===== config.mk =====
export PLATFORM = sky130hd
export DESIGN_NAME = ursf_status_flags
export DESIGN_NICKNAME = d
export VERILOG_FILES = /design/src/logic/ursf_pkg.sv /design/src/logic/ursf_pin_watch.sv /design/src/logic/ursf_stale_timer.sv /design/src/logic/ursf_status_flags.sv
export SDC_FILE = /design/constraint.sdc
export NUM_CORES = 1
export LEC_CHECK = 0
export BUFFER_PORTS_ARGS = -buffer_cell sky130_fd_sc_hd__buf_2
export CORE_UTILIZATION = 40
export DETAILED_ROUTE_END_ITERATION = 8
export GPL_TIMING_DRIVEN = 1
export PLACE_DENSITY = 0.66
export SLEW_MARGIN = 10
export SYNTH_ARGS = -nofsm -noshare
export SYNTH_HDL_FRONTEND = slang
export SYNTH_SLANG_ARGS = --single-unit

===== constraint.sdc =====
create_clock -name clk_sys -period 2.6 [get_ports clk_sys]
set_input_delay 0.13 -clock clk_sys [delete_from_list [all_inputs] [get_ports clk_sys]]
set_output_delay 0.13 -clock clk_sys [all_outputs]
set_load 0.01 [all_outputs]

===== src/logic/ursf_pkg.sv =====
// package: register map, field positions and carriers for the receive status flags
package ursf_pkg;
  localparam logic [7:0] ADDR_LINE_STATUS   = 8'h04;
  localparam logic [7:0] ADDR_SPCL_ENABLE   = 8'h05;
  localparam logic [7:0] ADDR_SPCL_FLAGS    = 8'h06;
  localparam logic [7:0] ADDR_STS_ENABLE    = 8'h07;
  localparam logic [7:0] ADDR_STS_FLAGS     = 8'h08;
  localparam logic [7:0] ADDR_LSR_ENABLE    = 8'h03;
  localparam logic [7:0] RESET_BYTE         = 8'h00;
  // line status bit positions
  localparam int LS_NOISE   = 5;
  localparam int LS_BREAK   = 4;
  localparam int LS_FRAME   = 3;
  localparam int LS_PARITY  = 2;
  localparam int LS_OVERRUN = 1;
  localparam int LS_STALE   = 0;
  localparam logic [7:0] LS_MASK   = 8'h3F;
  // special character bit positions
  localparam int SC_ADDR    = 5;
  localparam int SC_BREAK   = 4;
  localparam int SC_STOP2   = 3;
  localparam int SC_STOP1   = 2;
  localparam int SC_RESUME2 = 1;
  localparam int SC_RESUME1 = 0;
  localparam logic [7:0] SC_MASK   = 8'h3F;
  // status bit positions
  localparam int ST_CLOCK   = 5;
  localparam logic [7:0] ST_MASK   = 8'h2F;
  localparam logic [3:0] PIN_MASK  = 4'hF;
  localparam int PINS_PER_UART = 4;
  // main interrupt status positions
  localparam int MI_LINE = 0;
  localparam int MI_SPCL = 1;
  localparam int MI_STS  = 2;
  // stale data tick: one count per character-time tick input
  localparam int STALE_WIDTH = 8;

  // per-character receive status that travels with each queue word
  typedef struct packed {
    logic noise;
    logic brk;
    logic frame;
    logic parity;
  } ursf_char_stat_t;

  // one received character event from the receiver
  typedef struct packed {
    logic [7:0]      data;
    logic            ninth;
    logic            parity_bit;
    ursf_char_stat_t stat;
  } ursf_rx_char_t;
endpackage


===== src/logic/ursf_pin_watch.sv =====
// change detector for the four pins assigned to one uart
`timescale 1ns/1ps
module ursf_pin_watch #(
  parameter int UART_INDEX = 0,
  parameter int NUM_GPIO   = 16
) (
  // clock and reset
  input  wire logic                clk_sys,
  input  wire logic                nrst,
  // pins
  input  wire logic [NUM_GPIO-1:0] gpio_in,
  // change pulses, one per assigned pin
  output logic [3:0]               pin_edge
);
  localparam int BASE = UART_INDEX * ursf_pkg::PINS_PER_UART;
  initial begin
    if (BASE + ursf_pkg::PINS_PER_UART > NUM_GPIO) $error("ursf_pin_watch: bad UART_INDEX");
  end

  logic [3:0] seen_reg;
  logic       armed_reg;
  logic [3:0] mine;

  // uart n watches pins 4n to 4n+3
  assign mine = gpio_in[BASE +: ursf_pkg::PINS_PER_UART];

  // first sample after reset only arms, so a strap level is no change
  always_ff @(posedge clk_sys or negedge nrst) begin
    if (!nrst) begin
      seen_reg  <= 4'h0;
      armed_reg <= 1'b0;
    end else begin
      seen_reg  <= mine;
      armed_reg <= 1'b1;
    end
  end

  // any level transition counts
  assign pin_edge = armed_reg ? (mine ^ seen_reg) : 4'h0;
endmodule


===== src/logic/ursf_stale_timer.sv =====
// stale data timer on the receive queue
`timescale 1ns/1ps
module ursf_stale_timer #(
  parameter int WIDTH = ursf_pkg::STALE_WIDTH
) (
  // clock and reset
  input  wire logic             clk_sys,
  input  wire logic             nrst,
  // control
  input  wire logic [WIDTH-1:0] limit,
  input  wire logic             char_tick,
  input  wire logic             restart,
  input  wire logic             queue_empty,
  // result
  output logic                  stale
);
  initial begin
    if (WIDTH < 1 || WIDTH > 16) $error("ursf_stale_timer: bad WIDTH");
  end

  logic [WIDTH-1:0] count_reg;

  // reads or writes restart the count; zero limit disables
  always_ff @(posedge clk_sys or negedge nrst) begin
    if (!nrst) begin
      count_reg <= '0;
    end else if (restart || queue_empty || limit == '0) begin
      count_reg <= '0;
    end else if (char_tick && count_reg != limit) begin
      count_reg <= count_reg + 1'b1;
    end
  end

  // stale once the youngest character outlives the limit
  always_ff @(posedge clk_sys or negedge nrst) begin
    if (!nrst) begin
      stale <= 1'b0;
    end else if (limit == '0 || restart || queue_empty) begin
      stale <= 1'b0;
    end else if (char_tick && count_reg == limit) begin
      stale <= 1'b1;
    end
  end

  chk_stale_zero_off: assert property (@(posedge clk_sys) disable iff (!nrst)
    limit == '0 |=> !stale) else $error("stale flag with zero limit");
  chk_stale_restart: assert property (@(posedge clk_sys) disable iff (!nrst)
    restart |=> !stale) else $error("stale flag survived restart");
endmodule


===== src/logic/ursf_status_flags.sv =====
// receive line status, special character and status interrupt flags of one uart
`timescale 1ns/1ps
// Behaviour
// - noise flag follows last read character
// - long low line queues flagged zero character
// - break flag holds until next character read
// - framing error flag for last read character
// - parity mismatch sets parity error flag
// - multidrop: parity bit shows ninth bit
// - full queue: set overrun, drop new data
// - stale flag after youngest character outlives limit
// - read or write restarts stale counter
// - zero limit disables stale detection
// - enabled line flags raise main bit 0
// - enabled special flags raise main bit 1
// - multidrop address character sets flag bit 5
// - break sets special bit 4, cleared on read
// - flow characters set bits 3..0, cleared on read
// - clock ready reaches main bit 2 when enabled
// - enabled pin change flags reach main bit 2
// - uart n owns pins 4n to 4n+3
// - overrun holds until clean character read; noise, break, framing, parity follow each read
// - clock ready ignores reads, clears when clock_settled drops
// - pin transition sets flag, read clears
module ursf_status_flags #(
  parameter int UART_INDEX  = 0,
  parameter int NUM_GPIO    = 16,
  parameter int STALE_WIDTH = ursf_pkg::STALE_WIDTH
) (
  // clock and reset
  input  wire logic                   clk_sys,
  input  wire logic                   nrst,
  // register port
  input  wire logic [7:0]             reg_addr,
  input  wire logic                   reg_wr,
  input  wire logic                   reg_rd,
  input  wire logic [7:0]             reg_wdata,
  output logic      [7:0]             reg_rdata,
  // mode and settings from the rest of the uart
  input  wire logic                   multidrop_mode,
  input  wire logic                   special_char_mode,
  input  wire logic                   parity_enable,
  input  wire logic                   parity_odd,
  input  wire logic [STALE_WIDTH-1:0] stale_data_limit,
  input  wire logic                   char_tick,
  // receiver events
  input  wire logic                   rx_valid,
  input  wire ursf_pkg::ursf_rx_char_t rx_char,
  input  wire logic                   rx_break,
  input  wire logic [3:0]             rx_flow_match,
  // receive queue
  input  wire logic                   queue_full,
  input  wire logic                   queue_empty,
  input  wire logic                   queue_pop,
  input  wire ursf_pkg::ursf_char_stat_t queue_pop_stat,
  output logic                        queue_push,
  output logic      [11:0]            queue_push_word,
  // clock and pins
  input  wire logic                   clock_settled,
  input  wire logic [NUM_GPIO-1:0]    gpio_in,
  // summary to the main interrupt status register
  output logic      [2:0]             main_irq_status
);
  initial begin
    if (STALE_WIDTH < 1 || STALE_WIDTH > 16) $error("ursf_status_flags: bad STALE_WIDTH");
  end

  logic [7:0] line_status_irq_enable;
  logic [7:0] special_char_irq_enable;
  logic [7:0] special_char_irq_flags;
  logic [7:0] status_irq_enable;
  logic [3:0] pin_change_flag;
  logic       clock_settled_reg;
  logic       break_char_flag;
  logic       line_noise_flag;
  logic       framing_error_flag;
  logic       parity_error_flag;
  logic       fifo_overflow_flag;
  logic       stale_data_flag;
  logic [3:0] pin_edge;
  logic       rx_par_err;
  logic       push_ok;
  logic [7:0] line_status_reg;
  logic [7:0] status_irq_flags;

  function automatic logic rd_hit(input logic [7:0] a, input logic [7:0] want, input logic rd);
    rd_hit = rd && (a == want);
  endfunction

  function automatic logic wr_hit(input logic [7:0] a, input logic [7:0] want, input logic wr);
    wr_hit = wr && (a == want);
  endfunction

  // parity check skipped in multidrop mode
  assign rx_par_err = multidrop_mode ? rx_char.ninth :
                      (parity_enable &&
                       ((^rx_char.data) ^ parity_odd ^ rx_char.parity_bit) != 1'b0);
  assign push_ok    = (rx_valid || rx_break) && !queue_full;

  // enable registers
  always_ff @(posedge clk_sys or negedge nrst) begin
    if (!nrst) begin
      line_status_irq_enable  <= ursf_pkg::RESET_BYTE;
      special_char_irq_enable <= ursf_pkg::RESET_BYTE;
      status_irq_enable       <= ursf_pkg::RESET_BYTE;
    end else begin
      if (wr_hit(reg_addr, ursf_pkg::ADDR_LSR_ENABLE, reg_wr)) begin
        line_status_irq_enable <= reg_wdata & ursf_pkg::LS_MASK;
      end
      if (wr_hit(reg_addr, ursf_pkg::ADDR_SPCL_ENABLE, reg_wr)) begin
        special_char_irq_enable <= reg_wdata & ursf_pkg::SC_MASK;
      end
      if (wr_hit(reg_addr, ursf_pkg::ADDR_STS_ENABLE, reg_wr)) begin
        status_irq_enable <= reg_wdata & ursf_pkg::ST_MASK;
      end
    end
  end

  // queue write: break pushes all zeros tagged; full queue drops the word
  always_ff @(posedge clk_sys or negedge nrst) begin
    if (!nrst) begin
      queue_push      <= 1'b0;
      queue_push_word <= 12'h000;
    end else begin
      queue_push <= push_ok;
      if (rx_break) begin
        queue_push_word <= {8'h00, 4'b0100};
      end else begin
        queue_push_word <= {rx_char.data, rx_char.stat.noise, 1'b0,
                            rx_char.stat.frame, rx_par_err};
      end
    end
  end

  // per-character flags describe the last word popped
  always_ff @(posedge clk_sys or negedge nrst) begin
    if (!nrst) begin
      line_noise_flag    <= 1'b0;
      framing_error_flag <= 1'b0;
      parity_error_flag  <= 1'b0;
    end else if (queue_pop) begin
      line_noise_flag    <= queue_pop_stat.noise;
      framing_error_flag <= queue_pop_stat.frame;
      parity_error_flag  <= queue_pop_stat.parity;
    end
  end

  // break sticks until the word after the break word is read
  always_ff @(posedge clk_sys or negedge nrst) begin
    if (!nrst) begin
      break_char_flag <= 1'b0;
    end else if (queue_pop) begin
      break_char_flag <= queue_pop_stat.brk;
    end
  end

  // overrun sets on a drop and holds until a clean character is read
  always_ff @(posedge clk_sys or negedge nrst) begin
    if (!nrst) begin
      fifo_overflow_flag <= 1'b0;
    end else if ((rx_valid || rx_break) && queue_full) begin
      fifo_overflow_flag <= 1'b1;
    end else if (queue_pop && queue_pop_stat == '0) begin
      fifo_overflow_flag <= 1'b0;
    end
  end

  // stale data detection feeds line status bit 0
  ursf_stale_timer #(
    .WIDTH (STALE_WIDTH)
  ) u_stale (
    .clk_sys     (clk_sys),
    .nrst        (nrst),
    .limit       (stale_data_limit),
    .char_tick   (char_tick),
    .restart     (queue_pop || queue_push),
    .queue_empty (queue_empty),
    .stale       (stale_data_flag)
  );

  // only this uart's own four pins are watched
  ursf_pin_watch #(
    .UART_INDEX (UART_INDEX),
    .NUM_GPIO   (NUM_GPIO)
  ) u_pins (
    .clk_sys  (clk_sys),
    .nrst     (nrst),
    .gpio_in  (gpio_in),
    .pin_edge (pin_edge)
  );

  // special character flags; a set in the read cycle wins
  always_ff @(posedge clk_sys or negedge nrst) begin
    if (!nrst) begin
      special_char_irq_flags <= ursf_pkg::RESET_BYTE;
    end else begin
      special_char_irq_flags <=
        (rd_hit(reg_addr, ursf_pkg::ADDR_SPCL_FLAGS, reg_rd) ? 8'h00 : special_char_irq_flags)
        | {2'b00,
           rx_valid && multidrop_mode && rx_char.ninth,
           rx_break,
           rx_valid && special_char_mode ? rx_flow_match : 4'h0};
    end
  end

  // pin change flags clear on read, set wins
  always_ff @(posedge clk_sys or negedge nrst) begin
    if (!nrst) begin
      pin_change_flag <= 4'h0;
    end else begin
      pin_change_flag <=
        (rd_hit(reg_addr, ursf_pkg::ADDR_STS_FLAGS, reg_rd) ? 4'h0 : pin_change_flag) | pin_edge;
    end
  end

  // clock ready follows the clock, never the read
  always_ff @(posedge clk_sys or negedge nrst) begin
    if (!nrst) begin
      clock_settled_reg <= 1'b0;
    end else begin
      clock_settled_reg <= clock_settled;
    end
  end

  assign line_status_reg  = {2'b00, line_noise_flag, break_char_flag, framing_error_flag,
                             parity_error_flag, fifo_overflow_flag, stale_data_flag};
  assign status_irq_flags = {2'b00, clock_settled_reg, 1'b0, pin_change_flag};

  // summary bits gated by their enables
  always_ff @(posedge clk_sys or negedge nrst) begin
    if (!nrst) begin
      main_irq_status <= 3'b000;
    end else begin
      main_irq_status[ursf_pkg::MI_LINE] <= |(line_status_reg & line_status_irq_enable);
      main_irq_status[ursf_pkg::MI_SPCL] <=
        |(special_char_irq_flags & special_char_irq_enable);
      main_irq_status[ursf_pkg::MI_STS]  <= |(status_irq_flags & status_irq_enable);
    end
  end

  // read data registered; unmapped addresses read zero
  always_ff @(posedge clk_sys or negedge nrst) begin
    if (!nrst) begin
      reg_rdata <= ursf_pkg::RESET_BYTE;
    end else if (reg_rd) begin
      case (reg_addr)
        ursf_pkg::ADDR_LSR_ENABLE:   reg_rdata <= line_status_irq_enable;
        ursf_pkg::ADDR_LINE_STATUS:  reg_rdata <= line_status_reg;
        ursf_pkg::ADDR_SPCL_ENABLE:  reg_rdata <= special_char_irq_enable;
        ursf_pkg::ADDR_SPCL_FLAGS:   reg_rdata <= special_char_irq_flags;
        ursf_pkg::ADDR_STS_ENABLE:   reg_rdata <= status_irq_enable;
        ursf_pkg::ADDR_STS_FLAGS:    reg_rdata <= status_irq_flags;
        default:                     reg_rdata <= 8'h00;
      endcase
    end
  end

  chk_overrun_drop: assert property (@(posedge clk_sys) disable iff (!nrst)
    rx_valid && queue_full |=> !queue_push && fifo_overflow_flag)
    else $error("word pushed into full queue");
  chk_break_zero: assert property (@(posedge clk_sys) disable iff (!nrst)
    rx_break && !queue_full |=> queue_push && queue_push_word[11:4] == 8'h00
    && queue_push_word[2]) else $error("break word wrong");
  chk_break_spcl: assert property (@(posedge clk_sys) disable iff (!nrst)
    rx_break |=> special_char_irq_flags[ursf_pkg::SC_BREAK])
    else $error("break flag not set");
  chk_addr_flag: assert property (@(posedge clk_sys) disable iff (!nrst)
    rx_valid && multidrop_mode && rx_char.ninth |=> special_char_irq_flags[ursf_pkg::SC_ADDR])
    else $error("address flag not set");
  chk_flow_gate: assert property (@(posedge clk_sys) disable iff (!nrst)
    !special_char_mode && !rd_hit(reg_addr, ursf_pkg::ADDR_SPCL_FLAGS, reg_rd)
    |=> special_char_irq_flags[3:0] == $past(special_char_irq_flags[3:0]))
    else $error("flow flag set while detection off");
  chk_spcl_clear: assert property (@(posedge clk_sys) disable iff (!nrst)
    rd_hit(reg_addr, ursf_pkg::ADDR_SPCL_FLAGS, reg_rd) && !rx_valid && !rx_break
    |=> special_char_irq_flags == 8'h00) else $error("special flags kept after read");
  chk_spcl_mask: assert property (@(posedge clk_sys) disable iff (!nrst)
    special_char_irq_enable == 8'h00 |=> !main_irq_status[ursf_pkg::MI_SPCL])
    else $error("special summary unmasked");
  chk_line_mask: assert property (@(posedge clk_sys) disable iff (!nrst)
    line_status_irq_enable == 8'h00 |=> !main_irq_status[ursf_pkg::MI_LINE])
    else $error("line summary unmasked");
  chk_clock_route: assert property (@(posedge clk_sys) disable iff (!nrst)
    clock_settled_reg && status_irq_enable[ursf_pkg::ST_CLOCK]
    |=> main_irq_status[ursf_pkg::MI_STS]) else $error("clock ready not routed");
  chk_clock_read: assert property (@(posedge clk_sys) disable iff (!nrst)
    clock_settled && rd_hit(reg_addr, ursf_pkg::ADDR_STS_FLAGS, reg_rd)
    |=> status_irq_flags[ursf_pkg::ST_CLOCK])
    else $error("clock ready cleared by read");
  chk_pin_hold: assert property (@(posedge clk_sys) disable iff (!nrst)
    pin_edge != 4'h0 |=> (pin_change_flag & $past(pin_edge)) == $past(pin_edge))
    else $error("pin change lost");
  chk_noise_pop: assert property (@(posedge clk_sys) disable iff (!nrst)
    queue_pop |=> line_noise_flag == $past(queue_pop_stat.noise))
    else $error("noise flag not from read word");
  chk_break_hold: assert property (@(posedge clk_sys) disable iff (!nrst)
    break_char_flag && !queue_pop |=> break_char_flag)
    else $error("break flag dropped without read");
  chk_overrun_hold: assert property (@(posedge clk_sys) disable iff (!nrst)
    fifo_overflow_flag && !queue_pop |=> fifo_overflow_flag)
    else $error("overrun flag dropped without read");
  chk_ninth_shown: assert property (@(posedge clk_sys) disable iff (!nrst)
    rx_valid && !rx_break && multidrop_mode |=> queue_push_word[0] == $past(rx_char.ninth))
    else $error("ninth bit not in parity position");
endmodule

==> results.tsv <==
stage	metric	value	unit
status	status	completed	
power	intPower	2030	uW
global_routing	grt.overflow.total	0	
power	switching_share	0.219	
placement	hpwl	5190	um
synth	synth.most_common_cell	dfrtp_1	
cells_and_area	fin_nets	418	
routing	drtIter0Drc	126	
critical_path	max_stage_delay	0.49	ns
routing	wire_per_inst	15.7	um
timing	hold_violations	0	
routing	drtPass1Iterations	4	
synth	synthCells	241	
synth	ys_seq_elements	69	
cts	clk_pin_slew_worst_paths	0.07	ns
timing	period_needed	1.89	ns
flow_run	maxCapViolCount	0	
synth	synthArstFlopShare	1.00	
floorplan	die_area	8060	um^2
timing	worstMarginPinSlew	0.629	ns
power	power.switching	570	uW
routing	routed_wl	6960	um
critical_path	worstPathRequired	2.86	ns
cells_and_area	areaGrowthSynthToFinish	28.9	%
power	pwr-share-comb	0.106	
timing	fmax	529	MHz
placement	gp_congestion	0.827	
cts	root_buffer	clkbuf_8	
power	power.density	653	nW/um^2
synth	synth_common_cells	dfrtp_1 (69), mux2_2 (22), xnor2_1 (15)	
synth	synth_top_cell_by_area	dfrtp_1	
power	seqPwrFrac	0.446	
timing	final.setup.tns	0	ns
critical_path	crit_buf_inv	1	
synth	yosys_most_used_dff	dfrtp_1	
cts	tritoncts	built	
routing	dr_total_vias	2285	
global_routing	antenna_found_initial	0	
synth	synth_area_leaders	dfrtp_1 (56%), mux2_2 (8.0%), xnor2_1 (4.3%)	
synth	syn_area	3080	um^2
floorplan	start_util	0.420	
timing	rsz0062_at_grt	no	
cts	post_cts_resized	0	
floorplan	row_count	31	
cts	cts.htree.levels	3	
global_routing	grt_pass1_vias	2387	
critical_path	critPathTopFamily	simple AND/OR/NAND/NOR gates	
placement	port_buffers	82	
global_routing	grt_usage	0.186	
critical_path	critPathKind	reg -> reg	
hold_path	hold_class	in -> reg	
critical_path	cp_max_fo	10	
timing	finalSetupViolCount	0	
cts	insertion_delay	0.34	ns
synth	synth_seq_area_share	0.560	
cts	clock_path_buffers	2	
global_routing	grt_max_degree	29	
synth	synth_area_per_cell	12.8	um^2
cells_and_area	largest_reg_flops	12	
floorplan	coreArea	7330	um^2
synth	ys_types	37	
cts	clock-sinks	69	
critical_path	critPathLaunchType	flop	
timing	slew_headroom	0.580	
critical_path	worst_path_max_delay_cell	or4_1	
synth	yosys_warnings	0	
floorplan	io_pins	101	
floorplan	die_w	89.8	um
power	irDropWorstVdd	0.000302	V
cts	cts_buffers	9	
timing	timing.hold.ws	0.0317	ns
routing	ant_nets	0	
routing	vias_per_cell	5.15	
timing	min_period_over_period	0.727	
routing	drc	0	
critical_path	path_cells	xnor2_1 > nand4_1 > o21ai_0 > buf_4 > or4_1 > a21oi_1	
timing	skew	0.00552	ns
floorplan	die_h	89.8	um
power	power_frac_clock	0.448	
critical_path	crit_arrival	2.15	ns
timing	drv_slew	0	
synth	synth_top_area_share	0.560	
critical_path	end_kind	flop	
synth	synth-edff-count	0	
global_routing	grt_pass1_wl	11700	um
cells_and_area	diodes	0	
power	leakagePower	0.00183	uW
cells_and_area	drive_gt1_frac	0.386	
[cell type report]
class	count	area [um^2]
timing repair buffer	95	531
clock buffer	10	138
clock inverter	6	134
fill	628	3360
tap	99	124
multi-input combinational	165	1320
sequential	69	1730
[path summary, 6_finish.rpt]
kind	from	to	slack [ns]	depth (start not counted)
worst max-delay path	u_stale.count_reg[2]	u_stale.count_reg[5]	0.71	6
worst min-delay path	rx_char[13]	queue_push_word[11]	0.03	2
worst max register to register	u_stale.count_reg[2]	u_stale.count_reg[5]	0.71	6
worst min register to register	reg_rdata[4]	reg_rdata[4]	0.52	1
max in group asynchronous	nrst	special_char_irq_enable[5]	1.61	3
min in group asynchronous	nrst	special_char_irq_flags[1]	0.27	2
[logic make-up (layout without fill, tap and decap cells)]
logic type,count (synthesis),in the layout,share of synthesized area
compound gates,51,51,0.120
xor+xnor,22,22,0.0670
fa+ha+maj,1,1,0.00406
buf+inv,8,111,0.0122
flops,69,69,0.560
mux,29,29,0.123
other cells,2,3,0.00244
simple gates,59,59,0.110
[stage by stage]
step | instances | utilization | cell area (um^2) | total power, uW | setup slack [ns]
global route | 444 | 0.542 | 3970 | 2700 | 0.590
finish | 444 | 0.542 | 3970 | 2600 | 0.711
floorplan | 242 | - | 3090 | 1310 | 0.914
global placement | 419 | 0.493 | 3610 | 1440 | 0.645
detailed placement | 419 | 0.493 | 3610 | 1450 | 0.659
CTS | 444 | 0.542 | 3970 | 2630 | 0.699
[metal layers]
| layer | share of wire | vias to the layer above | track usage |
|---|---|---|---|
| li1 | - | 1091 | - |
| met1 | 0.45 | 1135 | 0.240 |
| met2 | 0.50 | 53 | 0.311 |
| met3 | 0.043 | 6 | 0.0440 |
| met4 | 0.0093 | 0 | 0.0533 |
| met5 | 0 | - | 0 |
[placed cells by master, fill, tap and decap left out, types with 2 or more instances in the layout]
master | Yosys | routed
buf_2 | 0 | 82
dfrtp_1 | 69 | 69
mux2_2 | 22 | 22
xnor2_1 | 15 | 15
nor2_1 | 14 | 14
a21oi_1 | 12 | 12
a22oi_1 | 12 | 12
nor2b_1 | 11 | 11
clkbuf_8 | 0 | 10
a22o_1 | 9 | 9
dlygate4sd3_1 | 0 | 9
nand2_1 | 8 | 8
nand3_1 | 7 | 7
xor2_1 | 6 | 6
a32o_1 | 6 | 6
o21ai_0 | 6 | 6
mux4_2 | 5 | 5
bufinv_16 | 0 | 4
buf_4 | 2 | 4
nor4_1 | 3 | 3
nand4_1 | 3 | 3
or3_1 | 3 | 3
conb_1 | 2 | 3
o31ai_1 | 2 | 2
or4_1 | 2 | 2
mux2i_1 | 2 | 2
[power by group through the flow]
stage / clock, uW / sequential, uW / combinational (uW)
4_1_cts: 1190 / 1160 / 280
5_1_grt: 1230 / 1160 / 306
3_5_place_dp: 0 / 1180 / 268
2_1_floorplan: 0 / 1180 / 126
6_report: 1160 / 1160 / 276
3_3_place_gp: 0 / 1180 / 265
[what timing repair did]
action | in CTS | in global routing
buffers inserted | 0 | 0
hold buffers | 9 | 0
hold endpoints to repair | 28 | 0
(Power assumes the default switching activity.)
